**config.mk**
```make
export PLATFORM = sky130hd
export DESIGN_NAME = rtccs_core
export DESIGN_NICKNAME = d
export VERILOG_FILES = /design/src/design/rtccs_pkg.sv /design/src/design/rtccs_prescaler.sv /design/src/design/rtccs_core.sv
export VERILOG_INCLUDE_DIRS = /design/src /design/src/design
export SDC_FILE = /design/constraint.sdc
export NUM_CORES = 1
export LEC_CHECK = 0
export BUFFER_PORTS_ARGS = -buffer_cell sky130_fd_sc_hd__buf_2
export CAP_MARGIN = 5
export CORE_ASPECT_RATIO = 1.25
export CORE_UTILIZATION = 30
export CTS_CLUSTER_DIAMETER = 200
export DETAILED_ROUTE_END_ITERATION = 8
export GPL_TIMING_DRIVEN = 0
export SYNTH_ARGS = -nofsm -noshare
export SYNTH_HDL_FRONTEND = slang
export SYNTH_SLANG_ARGS = --single-unit
```
**constraint.sdc**
```tcl
create_clock -name clock_in -period 4.8 [get_ports clock_in]
set_input_delay 0.48 -clock clock_in [delete_from_list [all_inputs] [get_ports clock_in]]
set_output_delay 0.48 -clock clock_in [all_outputs]
set_load 0.01 [all_outputs]
```
**src/design/rtccs_map.svh**
```systemverilog
// Register offsets, field positions, reset values and timing counts of the timekeeping unit.
`ifndef RTCCS_MAP_SVH
`define RTCCS_MAP_SVH
`define RTCCS_OFF_CLOCK_CONFIG_LOW     8'h00
`define RTCCS_OFF_HALF_SECOND_PERIOD   8'h01
`define RTCCS_OFF_POWER_WINDOW_TIMING  8'h02
`define RTCCS_OFF_CLOCK_STATUS_LOW     8'h03
`define RTCCS_OFF_SECONDS_VALUE        8'h04
`define RTCCS_OFF_HOURS_MINUTES_VALUE  8'h05
`define RTCCS_OFF_ALARM_SECONDS        8'h06
`define RTCCS_OFF_ALARM_HOURS_MINUTES  8'h07
`define RTCCS_OFF_CAPTURE_A_SECONDS    8'h08
`define RTCCS_OFF_CAPTURE_A_HOURS_MIN  8'h09
`define RTCCS_OFF_CAPTURE_B_SECONDS    8'h0A
`define RTCCS_OFF_CAPTURE_B_HOURS_MIN  8'h0B
`define RTCCS_OFF_CONTROL              8'h0C
`define RTCCS_OFF_UNLOCK_KEY           8'h0D
`define RTCCS_CFG_WRITE_MASK           16'hF8_F3
`define RTCCS_SEC_WRITE_MASK           16'h7F_00
`define RTCCS_HM_WRITE_MASK            16'h3F_7F
`define RTCCS_CTRL_GUARD_BIT           11
`define RTCCS_CTRL_WRITE_MASK          16'h08_00
`define RTCCS_STAT_ALARM_BIT           5
`define RTCCS_STAT_CAP_B_BIT           4
`define RTCCS_STAT_CAP_A_BIT           3
`define RTCCS_PERIOD_RESET             16'h3F_FF
`define RTCCS_KEY_FIRST                8'h55
`define RTCCS_KEY_SECOND               8'hAA
`define RTCCS_TRIM_HALVES              5'd31
`endif

```
**src/design/rtccs_pkg.sv**
```systemverilog
// Types shared by the timekeeping unit files.
package rtccs_pkg;
    typedef struct packed {
        logic        wr;
        logic        rd;
        logic [7:0]  addr;
        logic [15:0] wdata;
    } rtccs_bus_s;

    typedef enum logic [2:0] {
        KEY_IDLE  = 3'b001,
        KEY_FIRST = 3'b010,
        KEY_OPEN  = 3'b100
    } rtccs_key_e;

    typedef enum logic [2:0] {
        WIN_IDLE   = 3'b001,
        WIN_STABLE = 3'b010,
        WIN_SAMPLE = 3'b100
    } rtccs_win_e;
endpackage

```
**src/design/rtccs_prescaler.sv**
```systemverilog
// Selectable 1/16/64/256 tick prescaler.
`timescale 1ns/1ps
module rtccs_prescaler (
    // Clock and reset
    input  wire logic       clock_in,
    input  wire logic       resetn_in,
    // Control
    input  wire logic       tick_in,
    input  wire logic [1:0] select_in,
    // Result
    output logic            tick_out
);
    typedef struct packed {
        logic [7:0] count;
    } rtccs_ps_s;
    rtccs_ps_s state_ff;
    rtccs_ps_s nxt_state;
    logic [7:0] limit;

    always_comb begin
        case (select_in)
            2'b00:   limit = 8'h00;
            2'b01:   limit = 8'h0F;
            2'b10:   limit = 8'h3F;
            default: limit = 8'hFF;
        endcase
        nxt_state = state_ff;
        if (tick_in) begin
            nxt_state.count = (state_ff.count >= limit) ? 8'h00 : state_ff.count + 8'h01;
        end
    end

    assign tick_out = tick_in && (state_ff.count >= limit);

    always_ff @(posedge clock_in) begin
        if (!resetn_in) begin
            state_ff <= '0;
        end else begin
            state_ff <= nxt_state;
        end
    end
endmodule // rtccs_prescaler

```
**src/design/rtccs_core.sv**
```systemverilog
// Timekeeping unit: clock setup, divider, power window timing, status flags and time registers.
`timescale 1ns/1ps
`include "rtccs_map.svh"
module rtccs_core (
    // Clock and reset
    input  wire logic                clock_in,
    input  wire logic                resetn_in,
    // Register port
    input  wire rtccs_pkg::rtccs_bus_s bus_in,
    output logic [15:0]              rdata_out,
    // Tick sources
    input  wire logic                secondary_oscillator_in,
    input  wire logic                low_power_rc_oscillator_in,
    input  wire logic                power_line_clock_pin_in,
    input  wire logic                peripheral_tick_in,
    // Events
    input  wire logic                alarm_event_in,
    input  wire logic                capture_a_event_in,
    input  wire logic                capture_b_event_in,
    input  wire logic                alarm_busy_in,
    input  wire logic                sample_in,
    // Window status
    output logic                     sample_gated_out,
    output logic                     stability_active_out,
    output logic                     half_period_phase_out
);
    typedef struct packed {
        logic [3:0]  src_meta;
        logic [3:0]  src_sync;
        logic [3:0]  src_last;
        logic [3:0]  evt_meta;
        logic [3:0]  evt_sync;
        logic [1:0]  cap_last;
        logic [15:0] cfg;
        logic [15:0] period;
        logic [15:0] pwt;
        logic [15:0] count;
        logic        trim_pending;
        logic [4:0]  trim_left;
        logic [4:0]  halves;
        logic        guard;
        rtccs_pkg::rtccs_key_e key;
        rtccs_pkg::rtccs_win_e win;
        logic [7:0]  win_count;
        logic        alarm_flag;
        logic        cap_a_flag;
        logic        cap_b_flag;
        logic        cap_a_req;
        logic        cap_b_req;
        logic        syncing;
        logic        half;
        logic [15:0] time_sec;
        logic [15:0] time_hm;
        logic [15:0] alm_sec;
        logic [15:0] alm_hm;
        logic [15:0] cap_a_sec;
        logic [15:0] cap_a_hm;
        logic [15:0] cap_b_sec;
        logic [15:0] cap_b_hm;
        logic [15:0] rdata;
        logic        gated;
    } rtccs_core_s;

    rtccs_core_s state_ff;
    rtccs_core_s nxt_state;
    logic        src_edge;
    logic        tk_tick;
    logic        pw_tick;
    logic [3:0]  src_rise;
    logic [15:0] status;
    logic        wr_sec;

    // Timekeeping and power-window prescalers share one module.
    rtccs_prescaler u_tk_ps (
        .clock_in  (clock_in),
        .resetn_in (resetn_in),
        .tick_in   (src_edge),
        .select_in (state_ff.cfg[5:4]),
        .tick_out  (tk_tick)
    );
    rtccs_prescaler u_pw_ps (
        .clock_in  (clock_in),
        .resetn_in (resetn_in),
        .tick_in   (src_edge),
        .select_in (state_ff.cfg[7:6]),
        .tick_out  (pw_tick)
    );

    assign src_rise  = state_ff.src_sync & ~state_ff.src_last;
    assign src_edge  = src_rise[state_ff.cfg[1:0]];
    assign status    = {10'h000, state_ff.alarm_flag, state_ff.cap_b_flag, state_ff.cap_a_flag,
                        state_ff.syncing, state_ff.evt_sync[3], state_ff.half};
    assign wr_sec    = bus_in.wr && (bus_in.addr == `RTCCS_OFF_SECONDS_VALUE);
    assign rdata_out = state_ff.rdata;
    assign sample_gated_out      = state_ff.gated;
    assign stability_active_out  = (state_ff.win == rtccs_pkg::WIN_STABLE);
    assign half_period_phase_out = state_ff.half;

    // BCD increment of one digit pair; returns carry in bit 8.
    function automatic logic [8:0] bcd_inc(input logic [7:0] v, input logic [7:0] top);
        logic [8:0] r;
        r = 9'h000;
        if (v == top) begin
            r = 9'h100;
        end else if (v[3:0] == 4'h9) begin
            r = {1'b0, v[7:4] + 4'h1, 4'h0};
        end else begin
            r = {1'b0, v[7:4], v[3:0] + 4'h1};
        end
        return r;
    endfunction

    always_comb begin
        logic       underflow;
        logic [8:0] s_inc;
        logic [8:0] m_inc;
        logic [8:0] h_next;
        logic [7:0] h_val;
        underflow = 1'b0;
        s_inc     = 9'h000;
        m_inc     = 9'h000;
        h_next    = 9'h000;
        h_val     = 8'h00;
        nxt_state = state_ff;
        // Every tick and event pin input except sample_in goes through two flops; edges are taken from the second only.
        nxt_state.src_meta = {peripheral_tick_in, power_line_clock_pin_in,
                              low_power_rc_oscillator_in, secondary_oscillator_in};
        nxt_state.src_sync = state_ff.src_meta;
        nxt_state.src_last = state_ff.src_sync;
        nxt_state.evt_meta = {alarm_busy_in, alarm_event_in, capture_b_event_in, capture_a_event_in};
        nxt_state.evt_sync = state_ff.evt_meta;
        nxt_state.cap_last = state_ff.evt_sync[1:0];
        nxt_state.syncing  = 1'b0;

        // Divider: extra trim cycles are spent after the sixteen-second boundary.
        if (tk_tick) begin
            if (state_ff.trim_pending) begin
                nxt_state.trim_left = state_ff.trim_left - 5'd1;
                nxt_state.trim_pending = (state_ff.trim_left != 5'd1);
            end else if (state_ff.count == 16'h0000) begin
                underflow = 1'b1;
                nxt_state.count = state_ff.period;
            end else begin
                nxt_state.count = state_ff.count - 16'h0001;
            end
        end
        nxt_state.syncing = tk_tick && (state_ff.count == 16'h0000) && !state_ff.trim_pending;

        if (underflow) begin
            nxt_state.half = ~state_ff.half;
            nxt_state.halves = (state_ff.halves == `RTCCS_TRIM_HALVES) ? 5'd0 : state_ff.halves + 5'd1;
            if (state_ff.halves == `RTCCS_TRIM_HALVES && state_ff.cfg[15:11] != 5'd0) begin
                nxt_state.trim_pending = 1'b1;
                nxt_state.trim_left = state_ff.cfg[15:11];
            end
            if (state_ff.half) begin
                s_inc = bcd_inc({1'b0, state_ff.time_sec[14:8]}, 8'h59);
                nxt_state.time_sec[14:8] = s_inc[6:0];
                if (s_inc[8]) begin
                    m_inc = bcd_inc({1'b0, state_ff.time_hm[6:0]}, 8'h59);
                    nxt_state.time_hm[6:0] = m_inc[6:0];
                    if (m_inc[8]) begin
                        h_val = {2'b00, state_ff.time_hm[13:8]};
                        h_next = bcd_inc(h_val, 8'h23);
                        nxt_state.time_hm[13:8] = h_next[5:0];
                    end
                end
            end
        end

        // Power window: stability first, then the sample window.
        case (state_ff.win)
            rtccs_pkg::WIN_IDLE: begin
                if (state_ff.pwt[7:0] != 8'h00) begin
                    nxt_state.win = rtccs_pkg::WIN_STABLE;
                    nxt_state.win_count = state_ff.pwt[7:0];
                end
            end
            rtccs_pkg::WIN_STABLE: begin
                if (pw_tick) begin
                    if (state_ff.win_count == 8'h01) begin
                        nxt_state.win = rtccs_pkg::WIN_SAMPLE;
                        nxt_state.win_count = state_ff.pwt[15:8];
                    end else begin
                        nxt_state.win_count = state_ff.win_count - 8'h01;
                    end
                end
            end
            rtccs_pkg::WIN_SAMPLE: begin
                if (pw_tick && state_ff.pwt[15:8] != 8'hFF) begin
                    if (state_ff.win_count <= 8'h01) begin
                        nxt_state.win = rtccs_pkg::WIN_IDLE;
                    end else begin
                        nxt_state.win_count = state_ff.win_count - 8'h01;
                    end
                end
            end
            default: nxt_state.win = rtccs_pkg::WIN_IDLE;
        endcase
        if (state_ff.pwt[15:8] == 8'hFF) begin
            nxt_state.gated = !sample_in ? 1'b0 : 1'b0;
        end else if (state_ff.pwt[15:8] == 8'h00) begin
            nxt_state.gated = 1'b1;
        end else begin
            nxt_state.gated = (nxt_state.win != rtccs_pkg::WIN_SAMPLE);
        end

        // Unlock key sequence: the open state lasts exactly one cycle.
        case (state_ff.key)
            rtccs_pkg::KEY_IDLE: begin
                if (bus_in.wr && bus_in.addr == `RTCCS_OFF_UNLOCK_KEY && bus_in.wdata[7:0] == `RTCCS_KEY_FIRST) begin
                    nxt_state.key = rtccs_pkg::KEY_FIRST;
                end
            end
            rtccs_pkg::KEY_FIRST: begin
                if (bus_in.wr && bus_in.addr == `RTCCS_OFF_UNLOCK_KEY && bus_in.wdata[7:0] == `RTCCS_KEY_SECOND) begin
                    nxt_state.key = rtccs_pkg::KEY_OPEN;
                end else if (bus_in.wr) begin
                    nxt_state.key = rtccs_pkg::KEY_IDLE;
                end
            end
            rtccs_pkg::KEY_OPEN: nxt_state.key = rtccs_pkg::KEY_IDLE;
            default:             nxt_state.key = rtccs_pkg::KEY_IDLE;
        endcase

        // Register writes.
        if (bus_in.wr) begin
            if (bus_in.addr == `RTCCS_OFF_CLOCK_CONFIG_LOW) begin
                nxt_state.cfg = bus_in.wdata & `RTCCS_CFG_WRITE_MASK;
            end else if (bus_in.addr == `RTCCS_OFF_HALF_SECOND_PERIOD) begin
                if (state_ff.guard) begin
                    nxt_state.period = bus_in.wdata;
                end
            end else if (bus_in.addr == `RTCCS_OFF_POWER_WINDOW_TIMING) begin
                nxt_state.pwt = bus_in.wdata;
                nxt_state.win = rtccs_pkg::WIN_IDLE;
            end else if (bus_in.addr == `RTCCS_OFF_CLOCK_STATUS_LOW) begin
                // Writing 1 requests a capture (capture A only while its flag is clear); writing 0 clears the flag.
                if (bus_in.wdata[`RTCCS_STAT_CAP_A_BIT] && !state_ff.cap_a_flag) begin
                    nxt_state.cap_a_req = 1'b1;
                end
                if (bus_in.wdata[`RTCCS_STAT_CAP_B_BIT]) begin
                    nxt_state.cap_b_req = 1'b1;
                end
                if (!bus_in.wdata[`RTCCS_STAT_ALARM_BIT]) begin
                    nxt_state.alarm_flag = 1'b0;
                end
                if (!bus_in.wdata[`RTCCS_STAT_CAP_A_BIT]) begin
                    nxt_state.cap_a_flag = 1'b0;
                end
                if (!bus_in.wdata[`RTCCS_STAT_CAP_B_BIT]) begin
                    nxt_state.cap_b_flag = 1'b0;
                end
            end else if (wr_sec) begin
                nxt_state.time_sec = bus_in.wdata & `RTCCS_SEC_WRITE_MASK;
                nxt_state.half = 1'b0;
            end else if (bus_in.addr == `RTCCS_OFF_HOURS_MINUTES_VALUE) begin
                nxt_state.time_hm = bus_in.wdata & `RTCCS_HM_WRITE_MASK;
            end else if (bus_in.addr == `RTCCS_OFF_ALARM_SECONDS) begin
                nxt_state.alm_sec = bus_in.wdata & `RTCCS_SEC_WRITE_MASK;
            end else if (bus_in.addr == `RTCCS_OFF_ALARM_HOURS_MINUTES) begin
                nxt_state.alm_hm = bus_in.wdata & `RTCCS_HM_WRITE_MASK;
            end else if (bus_in.addr == `RTCCS_OFF_CONTROL) begin
                if (bus_in.wdata[`RTCCS_CTRL_GUARD_BIT]) begin
                    nxt_state.guard = 1'b1;
                end else if (state_ff.key == rtccs_pkg::KEY_OPEN) begin
                    nxt_state.guard = 1'b0;
                end
            end
        end

        // Captures; a set in the same cycle as a clear wins for capture B and the alarm, but for capture A the clear wins.
        if ((state_ff.evt_sync[0] && !state_ff.cap_last[0]) || state_ff.cap_a_req) begin
            if (!state_ff.cap_a_flag) begin
                nxt_state.cap_a_sec = nxt_state.time_sec;
                nxt_state.cap_a_hm  = nxt_state.time_hm;
                nxt_state.cap_a_flag = 1'b1;
            end
            nxt_state.cap_a_req = 1'b0;
        end
        if ((state_ff.evt_sync[1] && !state_ff.cap_last[1]) || state_ff.cap_b_req) begin
            nxt_state.cap_b_sec = nxt_state.time_sec;
            nxt_state.cap_b_hm  = nxt_state.time_hm;
            nxt_state.cap_b_flag = 1'b1;
            nxt_state.cap_b_req = 1'b0;
        end
        if (state_ff.evt_sync[2]) begin
            nxt_state.alarm_flag = 1'b1;
        end

        // Read data, registered; unmapped offsets read zero.
        nxt_state.rdata = 16'h0000;
        if (bus_in.rd) begin
            if (bus_in.addr == `RTCCS_OFF_CLOCK_CONFIG_LOW) begin
                nxt_state.rdata = state_ff.cfg;
            end else if (bus_in.addr == `RTCCS_OFF_HALF_SECOND_PERIOD) begin
                nxt_state.rdata = state_ff.period;
            end else if (bus_in.addr == `RTCCS_OFF_POWER_WINDOW_TIMING) begin
                nxt_state.rdata = state_ff.pwt;
            end else if (bus_in.addr == `RTCCS_OFF_CLOCK_STATUS_LOW) begin
                nxt_state.rdata = status;
            end else if (bus_in.addr == `RTCCS_OFF_SECONDS_VALUE) begin
                nxt_state.rdata = state_ff.time_sec;
            end else if (bus_in.addr == `RTCCS_OFF_HOURS_MINUTES_VALUE) begin
                nxt_state.rdata = state_ff.time_hm;
            end else if (bus_in.addr == `RTCCS_OFF_ALARM_SECONDS) begin
                nxt_state.rdata = state_ff.alm_sec;
            end else if (bus_in.addr == `RTCCS_OFF_ALARM_HOURS_MINUTES) begin
                nxt_state.rdata = state_ff.alm_hm;
            end else if (bus_in.addr == `RTCCS_OFF_CAPTURE_A_SECONDS) begin
                nxt_state.rdata = state_ff.cap_a_sec;
            end else if (bus_in.addr == `RTCCS_OFF_CAPTURE_A_HOURS_MIN) begin
                nxt_state.rdata = state_ff.cap_a_hm;
            end else if (bus_in.addr == `RTCCS_OFF_CAPTURE_B_SECONDS) begin
                nxt_state.rdata = state_ff.cap_b_sec;
            end else if (bus_in.addr == `RTCCS_OFF_CAPTURE_B_HOURS_MIN) begin
                nxt_state.rdata = state_ff.cap_b_hm;
            end else if (bus_in.addr == `RTCCS_OFF_CONTROL) begin
                nxt_state.rdata = {4'h0, state_ff.guard, 11'h000};
            end
        end
    end

    always_ff @(posedge clock_in) begin
        if (!resetn_in) begin
            state_ff        <= '0;
            state_ff.period <= `RTCCS_PERIOD_RESET;
            state_ff.key    <= rtccs_pkg::KEY_IDLE;
            state_ff.win    <= rtccs_pkg::WIN_IDLE;
            state_ff.gated  <= 1'b1;
        end else begin
            state_ff <= nxt_state;
        end
    end
endmodule // rtccs_core

```
# --- Word-level counts from Yosys, hierarchy flattened ---
# Index checks and enable logic that the tools add are counted.
classes:
  n_reduce_logical: 50
  order_cmp: 4
  n_bitwise: 15
  muxes: 96
  n_eq_ne: 51
  n_addsub: 12
ops:
  columns: ["op", "n"]
  rows:
  - ["65-bit two-way mux", 5]
  - ["16-bit two-way mux", 14]
  - ["8-bit one-hot mux with 3 select lines", 3]
  - ["9-bit two-way mux", 7]
  - ["6-bit two-way mux", 9]
  - ["8-bit by 4-bit == test with 1-bit output (second input constant)", 6]
  - ["48-bit two-way mux", 1]
  - ["8-bit two-way mux", 6]
  - ["11-bit two-way mux", 4]
  - ["7-bit two-way mux", 5]
  - ["8-bit by 3-bit == test with 1-bit output (second input constant)", 4]
  - ["31-bit two-way mux", 1]
  - ["5-bit two-way mux", 6]
  - ["14-bit two-way mux", 2]
  - ["3-bit two-way mux", 9]
  - ["6-bit AND reduction", 4]
  - ["1-bit two-way mux", 18]
  - ["17-bit two-way mux", 1]
  - ["8-bit by 1-bit adder with 8-bit output (second input constant)", 2]
  - ["8-bit by 1-bit == test with 1-bit output (second input constant)", 2]
  - ["8-bit by 2-bit == test with 1-bit output (second input constant)", 2]
  - ["8-bit == test (second input constant)", 2]
  - ["8-bit greater-or-equal comparator", 2]
  - ["16-bit logical NOT", 1]
  - ["48 further kinds", 112]
totals:
  out_inout_bits: 19
  ff_bits: 263
  inputBits: 37

# --- Longest topological paths before layout ---
logic_depth:
  word_depth: 21
  mapped_depth: 10

# --- Hierarchy ---
# Synthesis repeated with hierarchy kept, for this count alone.
unflattened:
  hier_cells: 1536
  area_unflattened_um2: 13150.1
modules_own_cells:
  columns: ["module", "cells_per_inst", "instances", "seq_area_each_um2", "area_per_inst_um2"]
  rows:
  - ["rtccs_core", 1397, 1, 4944.7, 11921.4]
  - ["rtccs_prescaler at u_pw_ps", 70, 1, 160.2, 615.6]
  - ["rtccs_prescaler at u_tk_ps", 69, 1, 160.2, 613.1]

# --- Least setup slack after synthesis ---
# Ideal clock, no wire load.
synth_timing:
  path_kind: "register -> register"
  startpoint: "register state_ff[231] in the netlist's numbering"
  endpoint: "register state_ff[18] in the netlist's numbering"
  setup_time_ns: 0.087
  path_buffers: 0
  required_ns: 4.713
  arrival_time_ns: 2.266
  stages_incl_launch_ff: 9
  setup_slack_ns: 2.447
  path_cell_list: "dfxtp_1 -> nor2_1 -> ha_1 -> nor4_1 -> o32ai_1 -> o211ai_1 -> or4_1 -> o211a_2 -> o31ai_1"
synth_via:
  elab_chain_len: 13
  word_cells_on_any_way: 15
  cone_classes: "1 x order compare; 2 x eq/ne; 10 x mux; 2 x reduce/logical"
synth_lines:
  columns: ["item", "line_no", "text"]
  rows:
  - ["start: declaration", "rtccs_core.sv:64", "rtccs_core_s state_ff;"]
  - ["start signal: assignment", "rtccs_core.sv:332", "state_ff <= nxt_state;"]
  - ["2-bit == test, or another cell as far along", "rtccs_prescaler.sv:21", "case (select_in)"]
  - ["8-bit one-hot mux with 3 select lines (*)", "rtccs_prescaler.sv:21", null]
  - ["8-bit greater-or-equal comparator (*)", "rtccs_prescaler.sv:33", "assign tick_out = tick_in && (state_ff.count >= limit);"]
  - ["1-bit logical AND (*)", "rtccs_prescaler.sv:33", null]
  - ["1-bit two-way mux (*)", "rtccs_core.sv:136", "if (tk_tick) begin"]
  - ["7-bit two-way mux (*)", "rtccs_core.sv:149", "if (underflow) begin"]
  - ["16-bit two-way mux", "rtccs_core.sv:257", "end else if (bus_in.addr == `RTCCS_OFF_HOURS_MINUTES_VALUE) begin"]
  - ["48-bit two-way mux", "rtccs_core.sv:254", "end else if (wr_sec) begin"]
  - ["65-bit two-way mux", "rtccs_core.sv:237", "end else if (bus_in.addr == `RTCCS_OFF_CLOCK_STATUS_LOW) begin"]
  - ["65-bit two-way mux", "rtccs_core.sv:234", "end else if (bus_in.addr == `RTCCS_OFF_POWER_WINDOW_TIMING) begin"]
  - ["65-bit two-way mux", "rtccs_core.sv:230", "end else if (bus_in.addr == `RTCCS_OFF_HALF_SECOND_PERIOD) begin"]
  - ["65-bit two-way mux", "rtccs_core.sv:228", "if (bus_in.addr == `RTCCS_OFF_CLOCK_CONFIG_LOW) begin"]
  - ["65-bit two-way mux (*)", "rtccs_core.sv:227", "if (bus_in.wr) begin"]
# Every way passes the cells marked *; elsewhere a longest branch is shown, timed or not.
# A chain may end at the register's enable or synchronous reset.

# --- Worst setup path in the final report ---
layout_timing:
  startpoint: "register state_ff[231] in the netlist's numbering"
  endpoint: "register state_ff[17] in the netlist's numbering"
# The elaborated chain is that of the path after synthesis.

==> impl_metrics.json <==
{
  "holdPathEnd": "nxt_state[259]",
  "p_leak_nw": 5.235,
  "layout_common_cells": "dfxtp_1 (263), nand2_1 (181), a21oi_1 (137)",
  "maxSlewHeadroom": 0.1210,
  "busiest_layer": "met2",
  "path_class": "flop to flop",
  "clock_sinks": 263,
  "clk-insertion-delay-late_ns": 0.57,
  "wl_per_cell_um": 22.69,
  "ir_drop_mv": 0.1816,
  "core-area_um2": 42040,
  "num_rows": 84,
  "fin_tns_setup_ns": 0,
  "ys_async_sr_fraction": 0,
  "worstPathArrival_ns": 3.93,
  "num_vias": 12634,
  "dieArea_um2": 43410,
  "synth.distinct_cells": 84,
  "grt_max_degree": 15,
  "syn_area_um2": 12770,
  "synth_fp_nets": 1609,
  "ys.warnings.count": 0,
  "yosys_most_used_dff": "dfxtp_1",
  "grt.total_usage": 0.2246,
  "hpwl_um": 37720,
  "n_fill_cell": 4386,
  "root_buffer": "clkbuf_16",
  "drtIter0Drc": 1355,
  "io_buffers": 50,
  "cp_max_fo": 10,
  "rsz0062_at_grt": "false",
  "met2_usage": 0.3912,
  "cts_made_buffers": 27,
  "grt_first_pass_wirelength_um": 74130,
  "dr.pass1.iters": 6,
  "drv_cap": 0,
  "reg2reg_to": "state_ff[17]",
  "swShare": 0.2687,
  "endpoint_kind": "flop",
  "wl_um": 50070,
  "seq_area_um2": 5265,
  "outcome": "finished, final reports clean",
  "h-tree-depth": 1,
  "post_cts_buffers": 0,
  "yosysTopAreaCellShare": 0.4122,
  "io_pins": 56,
  "drc": 0,
  "fin_crit_sh": 0.7251,
  "min_delay_path_depth": 2,
  "cp-start-kind": "flop",
  "cts_resized": 0,
  "power_frac_clock": 0.450,
  "viasPerCell": 5.725,
  "p_int_mw": 3.594,
  "setup_viol": 0,
  "fp.dieH_um": 232.7,
  "synth_seq_cells": 263,
  "cts_hold_buf": 0,
  "synth_top_area_cell": "dfxtp_1",
  "mostFrequentLayoutCell": "dfxtp_1",
  "detail-route-antenna-nets": 0,
  "power_density_nw_per_um2": 335.6,
  "antenna_found_initial": 1,
  "ys_seq_area_frac": 0.4122,
  "worst_r2r_path_depth": 9,
  "fmax_mhz": 287.3,
  "grt_pass1_vias": 11912,
  "use_met1": 0.2644,
  "timing.rr.start": "state_ff[231]",
  "slew_violations": 0,
  "multi_input_area_um2": 6860,
  "grt-ovfl-total": 0,
  "tightest_slew_ns": 1.317,
  "synthTopCellsByArea": "dfxtp_1 (41%), a21oi_1 (5.4%), nand2_1 (5.3%), nand3_1 (4.1%), nor2_1 (3.7%)",
  "cts_tree": "done",
  "crit_required_ns": 5.24,
  "hp-class": "input port to flop",
  "dpl_cell_area_um2": 13720,
  "avgSynthCellArea_um2": 8.251,
  "fin_nets": 1688,
  "drive_above_1_share": 0.1025,
  "use_met3": 0.02851,
  "p_comb_frac": 0.095,
  "p_switching_mw": 1.320,
  "pwr-share-seq": 0.455,
  "final_hold_viol_count": 0,
  "stdcell_area_um2": 14640,
  "cts_buffer_depth": 3,
  "diodes": 0,
  "synth_enable_flop_cells": 0,
  "initial_core_util": 0.3038,
  "path_clk_slew_ns": 0.07,
  "min_period_ns": 3.480,
  "syn_inst": 1548,
  "fp.dieW_um": 186.6,
  "hold_start": "peripheral_tick_in",
  "areaGrowthSynthToFinish_pct": 14.64,
  "r2r_setup_slack_ns": 1.32,
  "place_congestion": 1.001,
  "skew_ns": 0.02389
}
## critical path, cell delays in order, from the launching register on
cell and delay (ns):
dfxtp_1 0.45, nand2_1 0.12, ha_1 0.30, a21oi_1 0.17, o21ai_0 0.21, o211ai_1 0.85, clkbuf_1 0.63, nor4_1 0.12
nor3_1 0.36, o31ai_1 0.14
## metrics by stage
stage	hold slack (ns)	worst slack (ns)	std cells	total power, mW	utilization
finish	0.1180	1.320	2207	4.914	0.3483
global route	0.1113	1.077	2207	5.043	0.3483
CTS	0.1060	1.379	2207	4.912	0.3483
detailed placement	0.4209	1.045	2157	2.736	0.3264
global placement	0.4220	1.076	2157	2.730	0.3264
floorplan	0.4108	2.447	1548	2.550	-
## power groups by stage
stage	clock network (mW)	logic (mW)	registers, mW
2_1_floorplan	0	0.275	2.27
3_3_place_gp	0	0.448	2.28
3_5_place_dp	0	0.453	2.28
4_1_cts	2.22	0.454	2.23
5_1_grt	2.31	0.495	2.24
6_report	2.21	0.467	2.23
## worst max-delay path by stage
stage	startpoint	to	cells after the start
3_3_place_gp	bus_in[21]	state_ff[17]	7
3_5_place_dp	bus_in[21]	state_ff[20]	7
4_1_cts	state_ff[231]	state_ff[17]	9
2_1_floorplan	state_ff[231]	state_ff[18]	8
5_1_grt	state_ff[231]	state_ff[113]	9
6_report	state_ff[231]	state_ff[17]	9
## registers in the layout, indices dropped and copies added (netlist names)
| register | cells |
|---|---|
| state_ff | 215 |
| rdata_out | 16 |
| nxt_state | 14 |
| u_pw_ps.state_ff | 8 |
| u_tk_ps.state_ff | 8 |
| half_period_phase_out | 1 |
| sample_gated_out | 1 |
## Yosys cell counts (18+ instances only)
cell type / number
mux2i_1: 27
a21oi_1: 137
nand2_1: 181
nand2b_1: 19
ha_1: 24
and2_1: 31
and3_1: 21
nand4_1: 18
o21ai_0: 60
inv_1: 33
a22oi_1: 24
nor2_1: 127
clkbuf_1: 83
a22o_1: 18
o31ai_1: 35
nand3_1: 104
dfxtp_1: 263
nor3_1: 44
## area by class of cell
| class | count | share of cell area |
|---|---|---|
| clock buffer | 37 | 0.05418 |
| clock inverter | 13 | 0.008631 |
| timing repair buffer | 50 | 0.01709 |
| inverter | 34 | 0.008716 |
| multi-input combinational | 1134 | 0.4686 |
| sequential | 263 | 0.3596 |
| buffer | 117 | 0.03546 |
| tap | 559 | 0.04777 |
## cells by family (layout without fill, tap and decap cells)
family / after synthesis / after routing / share of synthesized area
DFF: 263 / 263 / 0.4122
adders and majority gates: 24 / 24 / 0.02351
muxes: 35 / 35 / 0.03262
xor gates and xnor gates: 26 / 26 / 0.01783
and+or+nand+nor: 635 / 635 / 0.2500
AOI/OAI and AO/OA: 414 / 414 / 0.2132
buffers and inverters: 151 / 251 / 0.05065
## metal layers
metal | up-vias | part of all wire
li1 | 5782 | -
met1 | 6082 | 0.39
met2 | 615 | 0.48
met3 | 155 | 0.072
met4 | 0 | 0.062
met5 | - | 0
Power figures use the tool's default switching activity.
